===== config.mk =====
export PLATFORM = sky130hd
export DESIGN_NAME = quad_encoder_end_flat
export DESIGN_NICKNAME = d
export VERILOG_FILES = /design/src/pkg/quad_load_pkg.sv /design/src/pkg/quad_load_if.sv /design/src/rtl/quad_encoder_end.sv /design/src/flat_wrapper.sv
export SDC_FILE = /design/constraint.sdc
export NUM_CORES = 1
export LEC_CHECK = 0
export ABC_AREA = 1
export BUFFER_PORTS_ARGS = -buffer_cell sky130_fd_sc_hd__buf_2
export CAP_MARGIN = 5
export CORE_MARGIN = 5
export CORE_UTILIZATION = 55
export CTS_CLUSTER_SIZE = 20
export DETAILED_ROUTE_END_ITERATION = 8
export GPL_TIMING_DRIVEN = 0
export PLACE_DENSITY_LB_ADDON = 0.08
export RECOVER_POWER = 100
export SLEW_MARGIN = 20
export SYNTH_ARGS = -nofsm -noshare
export SYNTH_HDL_FRONTEND = slang
export SYNTH_SLANG_ARGS = --single-unit

===== constraint.sdc =====
create_clock -name clk_i -period 3.8 [get_ports clk_i]
set_clock_uncertainty 0.15 [all_clocks]
set_input_delay 0.76 -clock clk_i [delete_from_list [all_inputs] [get_ports clk_i]]
set_output_delay 0.76 -clock clk_i [all_outputs]
set_load 0.05 [all_outputs]

===== src/pkg/quad_load_pkg.sv =====
// Shared constants for the absolute-position quadrature load link
package quad_load_pkg;
  localparam int STEP_BITS = 12;
  localparam int REV_BITS  = 12;
  localparam int POS_BITS  = STEP_BITS + REV_BITS;
  localparam int DLY_BITS  = 16;
  localparam int DIV_BITS  = 16;
  // Default edge period: 1001 clocks (reload 1000 down to zero), about 99.9 kHz at 100 MHz, inside 2..115 kHz
  localparam logic [DIV_BITS-1:0] EDGE_DIV_DEFAULT = 16'h03e8;
  localparam logic [DLY_BITS-1:0] LOAD_DLY_DEFAULT = 16'h0064;
  localparam logic [1:0] PH0 = 2'h0;
  localparam logic [1:0] PH1 = 2'h1;
  localparam logic [1:0] PH2 = 2'h3;
  localparam logic [1:0] PH3 = 2'h2;
  localparam logic [POS_BITS-1:0] POS_ZERO = 24'h000000;
  localparam logic [POS_BITS-1:0] POS_ONE  = 24'h000001;
endpackage


===== src/pkg/quad_load_if.sv =====
// Link wires between the encoder end and the controller end
interface quad_load_if;
  logic track_a;
  logic track_b;
  logic load_req;
  logic loading;
  modport encoder    (output track_a, output track_b, output loading, input load_req);
  modport controller (input track_a, input track_b, input loading, output load_req);
endinterface


===== src/rtl/quad_encoder_end.sv =====
// Encoder end: emits position changes as quadrature and answers load requests
module quad_encoder_end #(
  parameter int POS_BITS = quad_load_pkg::POS_BITS,
  parameter int DLY_BITS = quad_load_pkg::DLY_BITS,
  parameter int DIV_BITS = quad_load_pkg::DIV_BITS
) (
  input  wire logic                clk_i,
  input  wire logic                rstn_i,
  input  wire logic [POS_BITS-1:0] position_i,
  input  wire logic [DLY_BITS-1:0] load_delay_i,
  input  wire logic [DIV_BITS-1:0] edge_div_i,
  output logic [POS_BITS-1:0]      reported_o,
  output logic                     busy_o,
  quad_load_if.encoder             link
);
  typedef enum logic [3:0] {
    S_TRACK    = 4'h1,
    S_HOLD     = 4'h2,
    S_DELAY    = 4'h4,
    S_REPLAY   = 4'h8
  } state_t;

  state_t                state_q, state_d;
  logic [1:0]            req_sync_q;
  logic                  req_seen_q;
  logic [DIV_BITS-1:0]   div_q;
  logic [DLY_BITS-1:0]   dly_q;
  logic [POS_BITS-1:0]   rep_q;
  logic [1:0]            phase_q;
  logic                  ta_q, tb_q, ld_q;

  // Three-stage pin sync; change taken when stages two and three agree
  logic req_meta_q;
  always_ff @(posedge clk_i or negedge rstn_i) begin
    if (!rstn_i) begin
      req_meta_q <= 1'b0;
      req_sync_q <= 2'h0;
    end else begin
      req_meta_q <= link.load_req;
      req_sync_q <= {req_sync_q[0], req_meta_q};
    end
  end

  // A one-cycle pulse is a glitch and is ignored
  wire                req_agree = (req_sync_q[0] == req_sync_q[1]);

  always_ff @(posedge clk_i or negedge rstn_i) begin
    if (!rstn_i) begin
      req_seen_q <= 1'b0;
    end else if (req_agree) begin
      req_seen_q <= req_sync_q[1];
    end
  end

  wire                edge_tick = (div_q == '0);
  wire                step_up   = (position_i > rep_q);
  wire                step_dn   = (position_i < rep_q);
  wire                replaying = (state_q == S_REPLAY);
  wire                tracking  = (state_q == S_TRACK);
  // While tracking, follow the shaft; while replaying, the count climbs from zero
  wire                do_up     = edge_tick && (tracking || replaying) && step_up;
  wire                do_dn     = edge_tick && tracking && step_dn;
  wire                dly_done  = (dly_q == '0);
  wire [1:0]          phase_up  = (phase_q == quad_load_pkg::PH0) ? quad_load_pkg::PH1 :
                                  (phase_q == quad_load_pkg::PH1) ? quad_load_pkg::PH2 :
                                  (phase_q == quad_load_pkg::PH2) ? quad_load_pkg::PH3 :
                                  quad_load_pkg::PH0;
  wire [1:0]          phase_dn  = (phase_q == quad_load_pkg::PH0) ? quad_load_pkg::PH3 :
                                  (phase_q == quad_load_pkg::PH3) ? quad_load_pkg::PH2 :
                                  (phase_q == quad_load_pkg::PH2) ? quad_load_pkg::PH1 :
                                  quad_load_pkg::PH0;

  always_comb begin
    state_d = state_q;
    case (state_q)
      S_TRACK:  if (req_seen_q) state_d = S_DELAY;
      S_DELAY:  if (dly_done) state_d = req_seen_q ? S_HOLD : S_REPLAY;
      S_HOLD:   if (!req_seen_q) state_d = S_DELAY;
      S_REPLAY: if (!step_up) state_d = S_TRACK;
      default:  state_d = S_TRACK;
    endcase
  end

  wire                entering_delay = (state_d == S_DELAY) && (state_q != S_DELAY);
  wire                holding        = (state_q == S_HOLD);
  wire                delaying       = (state_q == S_DELAY);
  // The count restarts at zero while the controller clears its own counter
  wire                clear_rep      = holding || (delaying && ld_q);
  wire                loading_d      = (state_d != S_TRACK);
  wire                track_a_d      = phase_q[1];
  wire                track_b_d      = phase_q[0];
  wire [DLY_BITS-1:0] dly_next       = dly_q - DLY_BITS'(1'b1);
  wire [DIV_BITS-1:0] div_next       = div_q - DIV_BITS'(1'b1);
  wire [POS_BITS-1:0] rep_up         = rep_q + quad_load_pkg::POS_ONE;
  wire [POS_BITS-1:0] rep_dn         = rep_q - quad_load_pkg::POS_ONE;

  // Single state register; all decoding lives in the named wires above
  always_ff @(posedge clk_i or negedge rstn_i) begin
    if (!rstn_i) begin
      state_q <= S_TRACK;
    end else begin
      state_q <= state_d;
    end
  end

  // Reloaded on each request edge; a release inside the first delay is not delayed again
  always_ff @(posedge clk_i or negedge rstn_i) begin
    if (!rstn_i) begin
      dly_q <= '0;
    end else if (entering_delay) begin
      dly_q <= load_delay_i;
    end else if (!dly_done) begin
      dly_q <= dly_next;
    end
  end

  // Free-running divider; its one-cycle tick paces every emitted edge
  always_ff @(posedge clk_i or negedge rstn_i) begin
    if (!rstn_i) begin
      div_q <= '0;
    end else if (edge_tick) begin
      div_q <= edge_div_i;
    end else begin
      div_q <= div_next;
    end
  end

  always_ff @(posedge clk_i or negedge rstn_i) begin
    if (!rstn_i) begin
      rep_q <= quad_load_pkg::POS_ZERO;
    end else if (clear_rep) begin
      rep_q <= quad_load_pkg::POS_ZERO;
    end else if (do_up) begin
      rep_q <= rep_up;
    end else if (do_dn) begin
      rep_q <= rep_dn;
    end
  end

  // Phase only moves on a step, and steps are gated off in delay and hold
  always_ff @(posedge clk_i or negedge rstn_i) begin
    if (!rstn_i) begin
      phase_q <= quad_load_pkg::PH0;
    end else if (do_up) begin
      phase_q <= phase_up;
    end else if (do_dn) begin
      phase_q <= phase_dn;
    end
  end

  // Tracks are registered off the phase so the pins never glitch
  always_ff @(posedge clk_i or negedge rstn_i) begin
    if (!rstn_i) begin
      ta_q <= 1'b0;
      tb_q <= 1'b0;
    end else begin
      ta_q <= track_a_d;
      tb_q <= track_b_d;
    end
  end

  // Flag follows the next state, so it rises with the first delay cycle
  always_ff @(posedge clk_i or negedge rstn_i) begin
    if (!rstn_i) begin
      ld_q <= 1'b0;
    end else begin
      ld_q <= loading_d;
    end
  end

  // Tracks frozen from the second loading cycle through delay and hold: they lag the phase a cycle, and phase only moves on do_up/do_dn, gated by state
  assign link.track_a = ta_q;
  assign link.track_b = tb_q;
  assign link.loading = ld_q;

  // Local copies: busy one clock behind the link flag, reported in step with the tracks
  always_ff @(posedge clk_i or negedge rstn_i) begin
    if (!rstn_i) begin
      reported_o <= quad_load_pkg::POS_ZERO;
    end else begin
      reported_o <= rep_q;
    end
  end

  always_ff @(posedge clk_i or negedge rstn_i) begin
    if (!rstn_i) begin
      busy_o <= 1'b0;
    end else begin
      busy_o <= ld_q;
    end
  end
endmodule


===== src/flat_wrapper.sv =====
// flat-port wrapper written by rule: the top's interface ports become plain ports
module quad_encoder_end_flat 
#(
  parameter int POS_BITS = quad_load_pkg::POS_BITS,
  parameter int DLY_BITS = quad_load_pkg::DLY_BITS,
  parameter int DIV_BITS = quad_load_pkg::DIV_BITS
)
  (clk_i, rstn_i, position_i, load_delay_i, edge_div_i, reported_o, busy_o, link_track_a, link_track_b, link_loading, link_load_req);
  quad_load_if link_i ();
  input  wire logic clk_i;
  input  wire logic rstn_i;
  input  wire logic [POS_BITS-1:0] position_i;
  input  wire logic [DLY_BITS-1:0] load_delay_i;
  input  wire logic [DIV_BITS-1:0] edge_div_i;
  output logic [POS_BITS-1:0] reported_o;
  output logic busy_o;
  output wire logic [$bits(link_i.track_a)-1:0] link_track_a;
  output wire logic [$bits(link_i.track_b)-1:0] link_track_b;
  output wire logic [$bits(link_i.loading)-1:0] link_loading;
  input wire logic [$bits(link_i.load_req)-1:0] link_load_req;
  assign link_track_a = link_i.track_a;
  assign link_track_b = link_i.track_b;
  assign link_loading = link_i.loading;
  assign link_i.load_req = link_load_req;
  quad_encoder_end #(.POS_BITS(POS_BITS), .DLY_BITS(DLY_BITS), .DIV_BITS(DIV_BITS)) u_core (.clk_i(clk_i), .rstn_i(rstn_i), .position_i(position_i), .load_delay_i(load_delay_i), .edge_div_i(edge_div_i), .reported_o(reported_o), .busy_o(busy_o), .link(link_i));
endmodule

==> qor.yml <==
yosys:
  ys_types: 41
  yosysWarnings: 0
  synth_area_per_cell_sq_um: 7.89
  synth_seq_area_share_pct: 39.4
  async_flop_share_pct: 100
  syn-cell-area_sq_mm: 0.00597
  synthFlopType: "dfrtp_1"
  synthCells: 756
  syn-num-nets: 867
  ys_ff_latch: 94
  synth_edf_count: 0
placement:
  gp_congestion: 0.926
  io_buffers: 86
  hpwl_mm: 11.3
floorplanning:
  dieHeight_um: 114
  num_rows: 38
  start_util_pct: 55.5
  core-area_sq_mm: 0.0107
  chipWidth_um: 114
  ios: 87
  die_area_sq_mm: 0.0130
setup_path:
  worstSetupEndpointType: "register"
  crit_start: "u_core.rep_q[13]$_DFFE_PN0P_"
  crit_end: "u_core.rep_q[23]$_DFFE_PN0P_"
  reg2reg_depth: 22
  worst_ep_arrival_time_ps: 3870
  crit_required_ps: 3940
  setup.worst_path.start_class: "register"
  critPathKind: "reg2reg"
  r2r_slack_ps: 70
  r2r-start: "u_core.rep_q[13]$_DFFE_PN0P_"
  r2r-end: "u_core.rep_q[23]$_DFFE_PN0P_"
  cp_max_fo: 7
cts:
  clock-root-buffer: "clkbuf_8"
  hold_buffers: 0
  clk_latency_ps: 380
  htree_num_levels: 3
  cts-buffers-inserted: 9
  cts_sinks: 94
  clk_path_buf_depth: 2
  clk_pin_slew_ps: 100
  cts_tree: "yes"
global_route:
  antenna_found_initial: 0
  grtUsageTotal_pct: 23.3
  grt_pass1_vias: 5443
  grt-ovfl-total: 0
  grt_max_degree: 59
  grt_first_pass_wirelength_mm: 24.3
run_status:
  violations: "capacitance limit, slew limit"
  outcome: "finished, violations left"
pwr:
  p_leak_nw: 3.76
  p_switching_mw: 1.20
  power_density_mw_per_mm2: 415
  clock_power_share_pct: 21.4
  p_sw_share_pct: 39.4
  vdd_drop_max_mv: 0.343
  p_int_mw: 1.84
  p_seq_share_pct: 42.5
  comb_power_share_pct: 36.1
final_layout:
  final_common_cell: "nand2_1"
  diodes: 0
  drive_above_1_share_pct: 23.5
  mostFrequentLayoutCells: "nand2_1 (174), inv_1 (95), dfrtp_1 (93)"
  fillers: 910
  fin_nets: 982
  fin_util_pct: 68.0
  syn_to_final_growth_pct: 22.5
timing:
  worst_slew_pin_slew_ps: 2130
  period_share_pct: 98.2
  slew_headroom_pct: -42.0
  fmax_mhz: 268
  fin_hold_ws_ps: 218
  slew_viol_final: 37
  period_minus_slack_ps: 3730
  setup_violations: 0
  rsz0062_at_grt: "true"
  hold_viol: 0
route:
  post_drt_wl_per_cell_um: 15.0
  ant_nets: 0
  drt-total-wl_mm: 15.2
  drt_first_pass_iters: 5
  vias_per_cell: 5.30
  first_iter_violations: 384
  drc_errors: 0
  dr_total_vias: 5383
hold_path:
  min_path_type: "reg2reg"
run:
  drv_cap: 1
==> per-stage QoR <==
stage	cell area [sq um]	setup TNS (ps)	std cells	setup slack [ps]	power, mW
detailed placement	6610	-10880	983	-758	2.31
global placement	6570	-10780	982	-759	2.27
global route	7310	-352	1016	-137	3.26
floorplan	5970	0	756	176	2.04
finish	7310	0	1016	69.5	3.04
CTS	6850	-75.7	1000	-75.7	2.99
==> power groups by stage <==
stage                     combinational (mW)  sequential [mW]  clock (mW)
after floorplan                        0.713             1.33           0
after global placement                 0.974             1.30           0
after detailed placement                1.01             1.30           0
after CTS                               1.04             1.29       0.665
after global routing                    1.24             1.31       0.709
final                                   1.09             1.29       0.651
==> per-layer routing <==
layer / part of all wire [%] / up-vias / track usage [%]
met5: 0 / - / 0
met4: 1.7 / 0 / 6.57
met3: 4.4 / 22 / 5.39
met2: 52 / 127 / 41.7
met1: 42 / 2538 / 27.8
li1: - / 2696 / -
==> worst max-delay path, cell delays in order, from the launching register on <==
cell and delay, ps:
dfrtp_1 450, inv_2 90, ha_4 270, nand2_1 80, nor2_4 140, nand4_1 110
nor2_2 150, nand3_1 180, and2_4 270, buf_12 140, nand2_8 120, ha_4 230
a21oi_2 180, o21ai_4 80, buf_4 150, a21oi_1 150, inv_1 110, nand2_1 80
inv_1 40, nor2_1 170, nand3_1 130, nand3_1 110, nand2_1 50
==> state kept, by name, indices dropped and copies added (netlist names) <==
register	cells
u_core.busy_o	1
u_core.div_q	16
u_core.dly_q	16
u_core.link.loading	1
u_core.link.track_a	1
u_core.link.track_b	1
u_core.phase_q	2
u_core.rep_q	24
u_core.reported_o	24
u_core.req_meta_q	1
u_core.req_seen_q	1
u_core.req_sync_q	2
u_core.state_q	4
==> synthesized netlist by cell type, types with 3 or more instances <==
cell type  instances  area, sq um
a21o_1             5         37.5
or2_2              3         18.8
nor2_4             4         45.0
dfrtp_1           93         2330
nor2_2             3         18.8
nor2_1            74          278
a31oi_1            4         25.0
xor2_1            24          210
nand3_2            3         30.0
ha_1              51          638
nand2_1          180          676
clkbuf_1           3         11.3
nor3_1            17         85.1
o31ai_1            8         60.1
o21ai_2            3         26.3
inv_1             98          368
nand3_1           31          155
o21ai_0           53          265
xnor2_1           12          105
buf_6              3         33.8
a21oi_1           45          225
inv_2              3         11.3
nand4_1           12         75.1
nor3_2             3         30.0
==> cells by family (layout without fill, tap and decap cells) <==
logic type,count (synthesis),in the layout,share of synthesized area (%)
buffers and inverters,109,227,7.30
adder cells (fa/ha/maj),53,53,11.2
flip-flops,94,94,39.4
AND/OR/NAND/NOR,341,343,25.5
XOR/XNOR,36,36,5.28
AO/OA/AOI/OAI,123,123,11.3
==> worst min-delay path by stage <==
stage,startpoint,end,slack (ps),depth (start not counted)
floorplan,u_core.req_meta_q$_DFF_PN0_,u_core.req_sync_q[0]$_DFF_PN0_,180,0
global placement,u_core.req_meta_q$_DFF_PN0_,u_core.req_sync_q[0]$_DFF_PN0_,190,0
detailed placement,u_core.req_meta_q$_DFF_PN0_,u_core.req_sync_q[0]$_DFF_PN0_,200,0
CTS,rstn_i,u_core.div_q[5]$_DFF_PN0_,120,1
global route,u_core.req_meta_q$_DFF_PN0_,u_core.req_sync_q[0]$_DFF_PN0_,220,0
finish,u_core.req_meta_q$_DFF_PN0_,u_core.req_sync_q[0]$_DFF_PN0_,220,0
==> layout make-up <==
class / count / area (sq um) / area share [%]
clock buffers: 10 / 138 / 1.88
repair buffers: 102 / 586 / 8.01
clock inverters: 6 / 56.3 / 0.770
inverters: 101 / 379 / 5.19
plain buffers: 8 / 56.3 / 0.770
flip-flops and latches: 94 / 2350 / 32.2
multi-input cells: 555 / 3570 / 48.8
well taps: 140 / 175 / 2.40
==> what timing repair did <==
action                                  4_1_cts  5_1_grt
endpoints found under the setup margin       16       19
cloned                                        0        2
gates resized for setup                      13       60
setup buffers                                 1       14
pin swaps                                     0       12
(Power assumes the default switching activity.)
